==> config.mk <==
export PLATFORM = sky130hd
export DESIGN_NAME = msp_port
export DESIGN_NICKNAME = d
export VERILOG_FILES = /design/src/core/msp_pkg.sv /design/src/core/msp_rx_mem.sv /design/src/core/msp_port.sv
export SDC_FILE = /design/constraint.sdc
export NUM_CORES = 1
export LEC_CHECK = 0
export BUFFER_PORTS_ARGS = -buffer_cell sky130_fd_sc_hd__buf_2
export CORE_MARGIN = 1.5
export CORE_UTILIZATION = 35
export DETAILED_ROUTE_END_ITERATION = 8
export GPL_TIMING_DRIVEN = 1
export PLACE_DENSITY = 0.55
export REMOVE_ABC_BUFFERS = 1
export SYNTH_ARGS = -nofsm -noshare
export SYNTH_HDL_FRONTEND = slang
export SYNTH_SLANG_ARGS = --single-unit
==> constraint.sdc <==
create_clock -name sys_clk -period 6.6 [get_ports sys_clk]
set_input_delay 1.32 -clock sys_clk [delete_from_list [all_inputs] [get_ports sys_clk]]
set_output_delay 1.32 -clock sys_clk [all_outputs]
set_load 0.02 [all_outputs]
==> src/core/msp_pkg.sv <==
// Constants and carrier types for the modem-side serial port.
// Assumes one 10 MHz system clock and an active-high asynchronous reset.
// How it works
// - Eight wires: data pair, send request/clearance, set/terminal ready, carrier, call alert.
// - Bit rate divider reaches up to about 909 Kbit/s (divider 11) from the system clock.
// - Inputs: data, send request, terminal ready; outputs: data, clearance, status lines.
// - In reset data out high; clearance, set ready, carrier and call alert undriven.
// - Port enabled and shared pins as general I/O exclude each other.
// - Send request and clearance form hardware flow control against overrun.
// - Stay in fast idle while terminal ready is high.
package msp_pkg;
	localparam int          CLK_HZ          = 10_000_000;
	localparam int          MAX_BAUD        = 921_600;
	localparam int          DIV_W           = 16;
	// Fastest divider: ceil of clock over top rate (11 cycles)
	localparam logic [15:0] DIV_MIN         = 16'((CLK_HZ + MAX_BAUD - 1) / MAX_BAUD);
	localparam logic [15:0] DIV_RESET       = 16'h0057;
	localparam int          DATA_BITS       = 8;
	localparam int          RX_DEPTH        = 16;
	localparam int          RX_NEAR_FULL    = 12;

	typedef struct packed {
		logic rx_data;
		logic send_request;
		logic terminal_ready;
	} msp_pin_in_s;

	typedef struct packed {
		logic tx_data;
		logic tx_data_oe_n;
		logic clearance;
		logic clearance_oe_n;
		logic set_ready;
		logic set_ready_oe_n;
		logic carrier;
		logic carrier_oe_n;
		logic call_alert;
		logic call_alert_oe_n;
	} msp_pin_out_s;

	typedef enum logic [1:0] {ST_IDLE, ST_START, ST_DATA, ST_STOP} msp_bit_e;
endpackage

==> src/core/msp_rx_mem.sv <==
// Small receive memory, registered read data.
// Assumes caller never writes when full nor reads when empty.
`timescale 1ns/1ps
module msp_rx_mem import msp_pkg::*; #(
	parameter int W = 8,
	parameter int D = 16,
	parameter int AW = $clog2(D)
) (
	input  wire logic          sys_clk,
	input  wire logic          ce,
	input  wire logic          wr_en,
	input  wire logic [AW-1:0] wr_addr,
	input  wire logic [W-1:0]  wr_data,
	input  wire logic [AW-1:0] rd_addr,
	output logic      [W-1:0]  rd_data
);
	logic [W-1:0] mem [D];
	always_ff @(posedge sys_clk) begin
		if (ce) begin
			if (wr_en) begin
				mem[wr_addr] <= wr_data;
			end
			rd_data <= mem[rd_addr];
		end
	end
endmodule // msp_rx_mem

==> src/core/msp_port.sv <==
// Modem-side serial port: transmitter, receiver, flow control and status lines.
// Assumes pins arrive asynchronous; user side is on sys_clk.
`timescale 1ns/1ps
module msp_port import msp_pkg::*; #(
	parameter int DEPTH = RX_DEPTH
) (
	input  wire logic              sys_clk,
	input  wire logic              rst,
	input  wire logic              ce,
	input  wire msp_pin_in_s       pins_in,
	output msp_pin_out_s           pins_out,
	input  wire logic              port_enable,
	input  wire logic              gpio_claim,
	output logic                   port_active,
	input  wire logic              flow_enable,
	input  wire logic [DIV_W-1:0]  baud_div,
	input  wire logic              tx_valid,
	input  wire logic [7:0]        tx_byte,
	output logic                   tx_ready,
	output logic                   rx_valid,
	output logic [7:0]             rx_byte,
	input  wire logic              rx_ready,
	output logic                   rx_overrun,
	input  wire logic              set_ready_in,
	input  wire logic              carrier_in,
	input  wire logic              call_alert_in,
	output logic                   host_terminal_ready,
	output logic                   fast_idle
);
	localparam int AW = $clog2(DEPTH);

	typedef struct packed {
		logic [2:0]       sy_rx;
		logic [2:0]       sy_rts;
		logic [2:0]       sy_dtr;
		logic             active;
		msp_bit_e         tx_st;
		logic [DIV_W-1:0] tx_cnt;
		logic [2:0]       tx_bit;
		logic [7:0]       tx_sh;
		logic             tx_line;
		msp_bit_e         rx_st;
		logic [DIV_W-1:0] rx_cnt;
		logic [2:0]       rx_bit;
		logic [7:0]       rx_sh;
		logic [AW:0]      wp;
		logic [AW:0]      rp;
		logic             ovr;
		logic             out_v;
		logic             rd_pend;
		logic             clr;
		logic             dtr;
	} msp_state_s;

	msp_state_s st;
	msp_state_s next_st;
	logic [7:0] mem_rd;
	logic       mem_wr;
	logic [DIV_W-1:0] div;

	// Entries held in memory; the extra pointer bit tells full from empty
	function automatic logic [AW:0] fill(input logic [AW:0] w, input logic [AW:0] r);
		logic [AW:0] diff;
		diff = w - r;
		return diff;
	endfunction

	assign div = (baud_div < DIV_MIN) ? DIV_MIN : baud_div;

	always_comb begin
		next_st = st;
		mem_wr = 1'b0;
		// Pin synchronisers; receive data has a third stage for start search
		next_st.sy_rx = {st.sy_rx[1:0], pins_in.rx_data};
		next_st.sy_rts = {st.sy_rts[1:0], pins_in.send_request};
		next_st.sy_dtr = {st.sy_dtr[1:0], pins_in.terminal_ready};
		next_st.active = port_enable & ~gpio_claim;
		next_st.dtr = st.sy_dtr[1];
		case (st.tx_st)
			ST_IDLE: begin
				next_st.tx_line = 1'b1;
				if (st.active && tx_valid && (!flow_enable || st.sy_rts[1])) begin
					next_st.tx_sh = tx_byte;
					next_st.tx_cnt = div - 1'b1;
					next_st.tx_line = 1'b0;
					next_st.tx_st = ST_START;
				end
			end
			ST_START, ST_DATA, ST_STOP: begin
				if (st.tx_cnt != '0) begin
					next_st.tx_cnt = st.tx_cnt - 1'b1;
				end else begin
					next_st.tx_cnt = div - 1'b1;
					if (st.tx_st == ST_START) begin
						next_st.tx_st = ST_DATA;
						next_st.tx_bit = '0;
						next_st.tx_line = st.tx_sh[0];
					end else if (st.tx_st == ST_DATA) begin
						next_st.tx_bit = st.tx_bit + 1'b1;
						if (st.tx_bit == 3'(DATA_BITS - 1)) begin
							next_st.tx_st = ST_STOP;
							next_st.tx_line = 1'b1;
						end else begin
							next_st.tx_line = st.tx_sh[st.tx_bit + 1'b1];
						end
					end else begin
						next_st.tx_st = ST_IDLE;
					end
				end
			end
			default: next_st.tx_st = ST_IDLE;
		endcase
		case (st.rx_st)
			ST_IDLE: begin
				if (st.active && !st.sy_rx[2]) begin
					next_st.rx_cnt = {1'b0, div[DIV_W-1:1]};
					next_st.rx_st = ST_START;
				end
			end
			ST_START, ST_DATA, ST_STOP: begin
				if (st.rx_cnt != '0) begin
					next_st.rx_cnt = st.rx_cnt - 1'b1;
				end else begin
					next_st.rx_cnt = div - 1'b1;
					if (st.rx_st == ST_START) begin
						next_st.rx_st = st.sy_rx[2] ? ST_IDLE : ST_DATA;
						next_st.rx_bit = '0;
					end else if (st.rx_st == ST_DATA) begin
						next_st.rx_sh = {st.sy_rx[2], st.rx_sh[7:1]};
						next_st.rx_bit = st.rx_bit + 1'b1;
						if (st.rx_bit == 3'(DATA_BITS - 1)) begin
							next_st.rx_st = ST_STOP;
						end
					end else begin
						next_st.rx_st = ST_IDLE;
						if (st.sy_rx[2]) begin
							if (fill(st.wp, st.rp) == (AW+1)'(DEPTH)) begin
								next_st.ovr = 1'b1;
							end else begin
								mem_wr = 1'b1;
								next_st.wp = st.wp + 1'b1;
							end
						end
					end
				end
			end
			default: next_st.rx_st = ST_IDLE;
		endcase
		// Output stage fed from memory with one-cycle read latency
		if (rx_valid && rx_ready) begin
			next_st.out_v = 1'b0;
		end
		next_st.rd_pend = 1'b0;
		if (!st.rd_pend && (!st.out_v || (rx_valid && rx_ready)) && st.rp != st.wp) begin
			next_st.rd_pend = 1'b1;
			next_st.rp = st.rp + 1'b1;
		end
		if (st.rd_pend) begin
			next_st.out_v = 1'b1;
		end
		next_st.clr = st.active && (!flow_enable ||
			fill(st.wp, st.rp) < (AW+1)'(RX_NEAR_FULL));
	end

	always_ff @(posedge sys_clk or posedge rst) begin
		if (rst) begin
			st <= '{sy_rx: 3'h7, sy_rts: 3'h0, sy_dtr: 3'h0, tx_st: ST_IDLE, rx_st: ST_IDLE,
				tx_line: 1'b1, tx_cnt: DIV_RESET, rx_cnt: DIV_RESET, default: '0};
		end else if (ce) begin
			st <= next_st;
		end
	end

	msp_rx_mem #(.W(8), .D(DEPTH)) u_mem (
		.sys_clk (sys_clk),
		.ce      (ce),
		.wr_en   (mem_wr),
		.wr_addr (st.wp[AW-1:0]),
		.wr_data (st.rx_sh),
		.rd_addr (st.rp[AW-1:0]),
		.rd_data (mem_rd)
	);

	// Read data register, loaded one cycle after the memory read
	always_ff @(posedge sys_clk or posedge rst) begin
		if (rst) begin
			rx_byte <= 8'h00;
		end else if (ce && st.rd_pend) begin
			rx_byte <= mem_rd;
		end
	end

	assign rx_valid = st.out_v;
	assign rx_overrun = st.ovr;
	assign tx_ready = st.active && st.tx_st == ST_IDLE && (!flow_enable || st.sy_rts[1]);
	assign port_active = st.active;
	assign host_terminal_ready = st.dtr;
	// fast idle held by terminal ready
	assign fast_idle = st.dtr;

	// pin directions; reset keeps data high, others undriven
	always_comb begin
		pins_out.tx_data = st.tx_line;
		pins_out.tx_data_oe_n = 1'b0;
		pins_out.clearance = st.clr;
		pins_out.clearance_oe_n = ~st.active;
		pins_out.set_ready = set_ready_in;
		pins_out.set_ready_oe_n = ~st.active;
		pins_out.carrier = carrier_in;
		pins_out.carrier_oe_n = ~st.active;
		pins_out.call_alert = call_alert_in;
		pins_out.call_alert_oe_n = ~st.active;
	end
endmodule // msp_port

After elaboration in Yosys (flattened, before gate mapping)
Memory sizes are Yosys's and may differ from the RTL's. A register that Yosys moved wholly into a read port is not among the register bits.
Cells that the tools add are included.
{"block": "word_totals", "ff_bits": 90, "inputBits": 38, "out_inout_bits": 24, "n_memories": 1, "elab_cells": 137, "mem_bits_rw": 128}
{"block": "op_classes", "n_bitwise": 8, "n_mux": 40, "order_cmp": 3, "eq_ne": 17, "n_addsub": 8, "reduce_logical": 39}
{"name": "u_mem.mem", "depth": 16, "word_bits": 8, "read_ports": 1, "rd_ports_with_merged_regs": 1, "write_ports": 1, "line": "msp_rx_mem.sv:17", "source": "logic [W-1:0] mem [D];"}
{"operator": "18-bit one-hot mux with 2 select lines", "count": 2}
{"operator": "16-bit 2-to-1 mux", "count": 3}
{"operator": "16-bit by 1-bit subtractor with 16-bit output, second input constant", "count": 3}
{"operator": "18-bit 2-to-1 mux", "count": 2}
{"operator": "16-bit nonzero test", "count": 2}
{"operator": "1-bit 2-to-1 mux", "count": 18}
{"operator": "2-bit 2-to-1 mux", "count": 9}
{"operator": "16-bit by 4-bit less-than comparator with 1-bit output, second input constant", "count": 1}
{"operator": "4-bit AND reduction", "count": 4}
{"operator": "7-bit AND reduction", "count": 2}
{"operator": "11-bit 2-to-1 mux", "count": 1}
{"operator": "5-bit by 1-bit adder with 5-bit output, second input constant", "count": 2}
{"operator": "1-bit logical AND", "count": 10}
{"operator": "3-bit 2-to-1 mux", "count": 3}
{"operator": "2-bit equality test, second input constant", "count": 4}
{"operator": "2-bit inequality test, second input constant", "count": 4}
{"operator": "4-bit inequality test, second input constant", "count": 2}
{"operator": "2-bit AND reduction", "count": 4}
{"operator": "1-bit NOT", "count": 7}
{"operator": "3-bit by 1-bit adder with 3-bit output, second input constant", "count": 2}
{"operator": "3-bit equality test, second input constant", "count": 2}
{"operator": "3-bit AND reduction", "count": 2}
{"operator": "2-bit nonzero test", "count": 3}
{"operator": "3-bit OR reduction", "count": 2}
{"operator": "other kinds (14)", "count": 21}

Depth between registers and ports, before layout
Gate-level depths: netlist of the first run.
{"block": "depth", "depth_word": 11, "depth_mapped": 11, "depth_no_buf": 10}

By module
From an unflattened synthesis of the first run, not the netlist that was laid out.
{"block": "hier_totals", "cells_unflattened": 800, "hier_area_um2": 10955.5}
{"module": "msp_port", "area_per_inst_um2": 5723.0, "n_inst": 1, "cells_each": 570}
{"module": "msp_rx_mem", "area_per_inst_um2": 5232.5, "n_inst": 1, "cells_each": 230}

Least setup slack after synthesis of the first run
OpenSTA, ideal clock, no wires.
{"block": "synth_timing", "path_type": "in2reg", "startpoint": "input baud_div[14]", "endpoint": "register st[64] (netlist name)", "slack_ns": 2.675, "setup_ns": 0.126, "cell_stages": 10, "t_arrival_ns": 3.799, "cell_sequence": "or4_4 -> a2111o_1 -> nor2_1 -> nor2_1 -> ha_1 -> or4b_4 -> or2_1 -> a211oi_1 -> a21o_1 -> a221o_1"}
{"block": "synth_between", "elab_chain_cells": 5, "elab_cells_between_ends": 6, "cone_classes": "add/sub (1); order compare (1); mux (4)"}
{"element": "start: declaration", "line": "msp_port.sv:16", "source": "input wire logic [DIV_W-1:0] baud_div,"}
{"element": "16-bit by 4-bit less-than comparator with 1-bit output (*)", "line": "msp_port.sv:68", "source": "assign div = (baud_div < DIV_MIN) ? DIV_MIN : baud_div;"}
{"element": "16-bit 2-to-1 mux (*)", "line": "msp_port.sv:68"}
{"element": "16-bit by 1-bit subtractor with 16-bit output (*)", "line": "msp_port.sv:84, msp_port.sv:93"}
{"element": "16-bit 2-to-1 mux / 18-bit 2-to-1 mux (equally long branches)", "line": "msp_port.sv:90, msp_port.sv:82"}
{"element": "18-bit one-hot mux with 2 select lines (*)", "line": "msp_port.sv:79", "source": "case (st.tx_st)"}
{"element": "end signal: assignment", "line": "msp_port.sv:167", "source": "st <= '{sy_rx: 3'h7, sy_rts: 3'h0, sy_dtr: 3'h0, tx_st: ST_IDLE, rx_st: ST_IDLE,"}
{"element": "end signal: assignment", "line": "msp_port.sv:170", "source": "st <= next_st;"}
{"element": "end: declaration", "line": "msp_port.sv:55", "source": "msp_state_s st;"}
Mark *: on every way between the ends. The rest lies on a longest branch, timed or not. The select of a mux whose other input is x is not followed.
A chain may end at the register's enable or synchronous reset.

Final worst setup path of the first run
{"block": "layout_timing", "startpoint": "register st[42] (netlist name)", "endpoint": "memory u_mem.mem[5][0] (enable)"}
{"block": "layout_between", "elab_chain_cells": 8, "elab_cells_between_ends": 11, "cone_classes": "eq/ne (3); mux (7); reduce/logical (1)"}
{"element": "2-bit equality test", "line": "msp_port.sv:113, msp_port.sv:128"}
{"element": "1-bit 2-to-1 mux", "line": "msp_port.sv:128", "source": "end else if (st.rx_st == ST_DATA) begin"}
{"element": "1-bit 2-to-1 mux", "line": "msp_port.sv:125", "source": "if (st.rx_st == ST_START) begin"}
{"element": "1-bit 2-to-1 mux", "line": "msp_port.sv:121", "source": "if (st.rx_cnt != '0) begin"}
{"element": "1-bit 2-to-1 mux (*)", "line": "msp_port.sv:113", "source": "case (st.rx_st)"}
{"element": "1-bit 2-to-1 mux (*)", "line": "msp_rx_mem.sv:20", "source": "if (wr_en) begin"}
{"element": "1-bit 2-to-1 mux (*)", "line": "msp_rx_mem.sv:19", "source": "if (ce) begin"}
{"element": "1-bit 2-to-1 mux (implied by the code) (*)", "line": "msp_rx_mem.sv:21", "source": "mem[wr_addr] <= wr_data;"}
{"element": "end: declaration", "line": "msp_rx_mem.sv:17"}
Mark *: on every way between the ends. The rest lies on a longest branch, timed or not.

==> results of run 1 <==
[cell type report]
class | count | share of cell area
flip-flops and latches | 226 | 0.515
inverters | 27 | 0.00841
repair buffers | 60 | 0.0255
clock inverters | 20 | 0.0191
clock buffers | 28 | 0.0533
multi-input cells | 485 | 0.339
well taps | 396 | 0.0401
[logic make-up after synthesis]
group           count (synthesis)
compound gates                134
xor+xnor                       25
fa+ha+maj                      24
buf+inv                        74
flops                         226
mux                            87
other cells                     1
simple gates                  214
[cell usage after synthesis, drive strengths merged (5+ instances only)]
master  count  area share
a211oi      9      0.0067
a21o        6      0.0043
a21oi      19      0.0087
and2        9      0.0052
and3       20       0.012
buf        21       0.012
clkbuf     26      0.0090
dfrtp      76        0.17
dfstp      14       0.034
edfxtp    136        0.38
ha         24       0.028
inv        27      0.0093
mux2       43       0.045
mux4       42       0.087
nand2      25      0.0089
nand2b      7      0.0040
nand3      11      0.0051
nand4      10      0.0058
nor2       40       0.014
nor2b      12      0.0069
nor3       26       0.013
nor3b       5      0.0039
nor4       12      0.0083
o211ai     12      0.0083
o21ai      36       0.017
or3        11      0.0063
or4        10      0.0079
xnor2      11      0.0089
xor2       13       0.010
[where the power goes]
group / switching (mW) / internal (mW)
sequential: 0.185 / 1.73
combinational: 0.708 / 0.556
clock: 0.583 / 0.916
total: 1.48 / 3.20
[layer usage]
metal  vias up  wire (µm)  share of wire  GRT usage
met2       147      12000           0.48      0.261
met1      3402      11500           0.46      0.222
met4         0        612          0.024     0.0479
met5         -          0              0          0
met3        38       1040          0.041     0.0229
li1       3139          -              -          -
[registers in the layout, summed over array words and instances, names as in the netlist]
| register | cells |
|---|---|
| rx_byte | 8 |
| rx_overrun | 1 |
| st | 70 |
| fast_idle | 1 |
| next_st | 6 |
| pins_out | 2 |
| u_mem.mem | 128 |
| port_active | 1 |
| u_mem.rd_data | 8 |
| rx_valid | 1 |
[path summary, 6_finish.rpt]
path,end,slack (ns),cells past startpoint
max,u_mem.mem[5][0]$_DFFE_PP_,2.68,7
min,rx_byte[0]$_DFFE_PP0P_,0.47,1
min in group asynchronous,st[14]$_DFFE_PP0P_,0.80,2
max in group asynchronous,st[5]$_DFFE_PP0P_,4.61,3
max reg2reg,u_mem.mem[5][0]$_DFFE_PP_,2.68,7
min reg2reg,rx_byte[0]$_DFFE_PP0P_,0.47,1
[per-stage QoR]
step                      setup slack, ns  instance area, µm²  total power, mW  hold slack, ns  utilization
after global placement               2.34               11500             3.21           0.458        0.375
after detailed placement             2.32               11500             3.21           0.465        0.375
after floorplan                      2.67               10600             2.83           0.455            -
after global routing                 2.32               12400             4.95           0.491        0.404
final                                2.68               12400             4.67           0.474        0.404
after CTS                            2.68               12400             4.73           0.478        0.404
[worst register-to-register path: stages, from the launching register on]
cell and delay [ns]:
dfrtp_1 0.37, inv_1 0.09, ha_1 0.54, nor4b_1 0.77, and2_1 0.26, nand4_1 0.26, nor2_1 0.65, and3_1 0.61
==> impl_metrics.tcl, run 1 <==
set metrics [dict create \
    final_common_cell "edfxtp_1" \
    peakVddDrop_mv 0.204 \
    gp_congestion 0.887 \
    cts_max_level 1 \
    drtIter0Drc 468 \
    crit_fanout 28 \
    area_delta_synth_final_pct 13.6 \
    slew_headroom 0.335 \
    synth-edff-count 136 \
    min_from "u_mem.rd_data[0]$_DFFE_PP_" \
    die_w_um 179 \
    hold_viol 0 \
    cts-resized-gates 0 \
    dpl.cell_count 1194 \
    max_freq_mhz 255 \
    ys_types 83 \
    critical_path.startpoint "st[42]$_DFFE_PP0P_" \
    drc 0 \
    post-route-period-util 0.594 \
    io_buffer_count 54 \
    timing.final.crit_period_ns 3.92 \
    finClkSkew_ns 0.0104 \
    crit_type "register to register" \
    postSynthAreaPerCell_um2 13.8 \
    core_mm2 0.0306 \
    synth_fa_ha_area_frac 0.0276 \
    outcome "completed" \
    cts.sinks 226 \
    cts_root_buf "clkbuf_16" \
    worstSkewPairLatency_ns 0.53 \
    cp_data_arrival_time_ns 4.09 \
    synthXorXnorAreaFrac 0.0215 \
    yosys_warnings 0 \
    ff_latch_area_mm2 0.00635 \
    cts_buffer_depth 3 \
    rsz0062_at_grt "no" \
    r2r-start "st[42]$_DFFE_PP0P_" \
    antenna_cells 0 \
    p_leak_nw 4.63 \
    slew_violations 0 \
    fin_nets 888 \
    numCtsBuffers 26 \
    ys_seq_area_frac 0.585 \
    hp-class "register to register" \
    rows 64 \
    fillers 2821 \
    crit_family "simple AND/OR/NAND/NOR gates" \
    synthSimpleGateAreaFrac 0.114 \
    grt_util_all_layers 0.160 \
    end_kind "register" \
    async_flop_share 0.398 \
    worst_pin_slew_ns 0.998 \
    dr.pass1.iters 5 \
    netlist_instances 785 \
    wl_per_cell_um 20.2 \
    via_per_inst 5.42 \
    wl_mm 25.1 \
    path_cells "inv_1 -> ha_1 -> nor4b_1 -> and2_1 -> nand4_1 -> nor2_1 -> and3_1" \
    grt_max_degree 62 \
    drive_gt1_frac 0.265 \
    synth.area.mux_share 0.133 \
    instances_no_fill 1242 \
    clk_transition_reported_paths_ns 0.06 \
    post_cts.repair.setup_buffers 0 \
    dieArea_mm2 0.0321 \
    start_util 0.355 \
    crit_slowest_cell "nor4b_1" \
    cp_data_required_time_ns 6.77 \
    ctsHoldBuffers 0 \
    synth_compound_area_frac 0.0882 \
    antenna_found_initial 0 \
    synth_top_family_by_area "multiplexers" \
    grt_pass1_wl_mm 39.6 \
    grt_pass1_vias 6675 \
    synth_seq_cells 226 \
    io_pins 62 \
    worst_path_largest_cell_delay_ns 0.77 \
    multi_input_area_mm2 0.00419 \
    syn-cell-area_mm2 0.0109 \
    hpwl_mm 16.9 \
    setup_tns_ns 0 \
    start_kind "register" \
    drv_cap 0 \
    die_h_um 179 \
    critPathBufInv 1 \
    ant_nets 0 \
    final_cell_mix "edfxtp_1 (136), dfrtp_1 (75), buf_2 (54), mux2_2 (43), mux4_2 (42)" \
    routed-via-count 6726 \
    synthFlopType "edfxtp_1" \
    setup_viol 0 \
    powerDensity_mw_per_mm2 378 \
    cts_tree "done" \
    grt_overflow 0 \
]
Power figures use the tool's default switching activity.
==> inputs of run 2 (changes only) <==
Clock period 6.6 ns to 4.1 ns, I/O delays scaled along.
==> impl_metrics.tcl, run 2 (synthesized netlist as in run 1, its figures left out) <==
set metrics [dict create \
    outcome "completed" \
    pwr-share-seq 0.413 \
    pwr-share-comb 0.281 \
    p_int_mw 5.05 \
    dr.pass1.iters 5 \
    drive_gt1_frac 0.283 \
    grt_pass1_wl_mm 39.5 \
    powerDensity_mw_per_mm2 595 \
    crit_fanout 9 \
    peakVddDrop_mv 0.352 \
    crit_slowest_cell "or4_4" \
    setup_tns_ns 0 \
    grt_overflow 0 \
    instances_no_fill 1262 \
    cts-resized-gates 0 \
    setup_viol 0 \
    wl_per_cell_um 19.9 \
    max_freq_mhz 302 \
    numCtsBuffers 26 \
    clk_transition_reported_paths_ns 0.06 \
    final_cell_mix "edfxtp_1 (136), dfrtp_1 (75), buf_2 (54), mux2_2 (43), mux4_2 (42)" \
    cp_common_cell "nor2_1" \
    gp_congestion 0.900 \
    timing.final.crit_period_ns 3.31 \
    multi_input_area_mm2 0.00419 \
    holdWs_ns 0.393 \
    ant_nets 0 \
    worst_path_largest_cell_delay_ns 0.59 \
    wirelength_met1_mm 11.3 \
    drv_cap 0 \
    rsz0062_at_grt "no" \
    final_common_cell "edfxtp_1" \
    dieArea_mm2 0.0321 \
    grt_pass1_vias 6831 \
    post_cts.repair.setup_buffers 0 \
    antenna_cells 0 \
    cts_max_level 1 \
    io_buffer_count 54 \
    top_regs "u_mem.mem: 128 flops, st: 70 flops" \
    ff_latch_area_mm2 0.00635 \
    fin_nets 908 \
    slew_headroom 0.483 \
    antenna_found_initial 0 \
    die_w_um 179 \
    crit_type "primary input to register" \
    io_pins 62 \
    start_kind "primary input" \
    cts_buffer_depth 3 \
    p_leak_nw 4.72 \
    largest_reg_flops 128 \
    grt_util_all_layers 0.160 \
    r2r-end "u_mem.mem[7][4]$_DFFE_PP_" \
    cts_tree "done" \
    area_delta_synth_final_pct 14.6 \
    die_h_um 179 \
    fillers 2865 \
    top_layer "met4" \
    slew_violations 0 \
    routed-via-count 6801 \
    top_register "u_mem.mem" \
    r2r_cells 5 \
    post-route-period-util 0.807 \
    end_kind "register" \
    cts_root_buf "clkbuf_16" \
    hpwl_mm 16.7 \
    clkPwrFrac 0.306 \
    grt_max_degree 51 \
    rows 64 \
    drtIter0Drc 401 \
    swShare 0.319 \
    hold_viol 0 \
    dpl.cell_count 1214 \
    cts.sinks 226 \
    r2r_setup_slack_ns 0.96 \
    cp_data_arrival_time_ns 3.72 \
    drc 0 \
    ctsHoldBuffers 0 \
    met2_length_mm 12.1 \
    netSwitchingPower_mw 2.37 \
    start_util 0.355 \
    via_per_inst 5.39 \
    cp_data_required_time_ns 4.51 \
    routed-wl-met3_mm 1.02 \
    worst_pin_slew_ns 0.774 \
    finClkSkew_ns 0.0227 \
    worstSkewPairLatency_ns 0.53 \
    core_mm2 0.0306 \
    wl_mm 25.1 \
    path_cells "buf_2 -> or4_4 -> a2111o_1 -> nor2_1 -> nor2_1 -> ha_1 -> or4b_4 -> or2_1 -> a211oi_1 -> a21o_1 -> a221o_1" \
    r2r-start "st[31]$_DFFE_PP0P_" \
    hp-class "primary input to async pin" \
]
run 2: how the worst max path moves through the flow:
stage	start	to	slack (ns)	cells after the start
floorplan	st[5]$_DFFE_PP0P_	u_mem.mem[10][0]$_DFFE_PP_	0.45	6
finish	baud_div[14]	st[64]$_DFFE_PP0P_	0.79	11
global route	baud_div[14]	st[64]$_DFFE_PP0P_	0.69	11
CTS	baud_div[14]	st[64]$_DFFE_PP0P_	0.85	11
global placement	baud_div[14]	st[64]$_DFFE_PP0P_	0.33	11
detailed placement	baud_div[14]	st[64]$_DFFE_PP0P_	0.29	11
run 2: critical path: cells and delay by family:
family,cells,cell delay [ns]
buf+inv,1,0.13
compound gates,4,1.15
fa+ha+maj,1,0.24
simple gates,5,1.37
run 2: power groups by stage:
stage | clock network (mW) | logic [mW] | registers (mW)
floorplan | 0 | 1.34 | 3.21
global placement | 0 | 2.08 | 3.09
detailed placement | 0 | 2.09 | 3.09
CTS | 2.34 | 2.10 | 3.06
global route | 2.43 | 2.29 | 3.11
finish | 2.27 | 2.08 | 3.06
run 2: cell type report:
cell class	count	share of cell area
clock buffer	40	0.0621
clock inverter	8	0.00633
inverter	27	0.00834
multi-input combinational	485	0.336
sequential	226	0.510
tap	396	0.0398
timing repair buffer	80	0.0374
run 2: through the flow:
stage / utilization / total power, mW / setup WS (ns) / instance area, µm²
after global placement: 0.379 / 5.18 / 0.325 / 11600
after CTS: 0.407 / 7.49 / 0.848 / 12500
after floorplan: - / 4.55 / 0.446 / 10600
after detailed placement: 0.379 / 5.19 / 0.290 / 11600
final: 0.407 / 7.41 / 0.793 / 12500
after global routing: 0.407 / 7.83 / 0.686 / 12500
run 2: metal layers:
| metal | GRT usage | vias up |
|---|---|---|
| met1 | 0.216 | 3427 |
| met5 | 0 | - |
| li1 | - | 3170 |
| met3 | 0.0254 | 45 |
| met4 | 0.0482 | 0 |
| met2 | 0.266 | 159 |
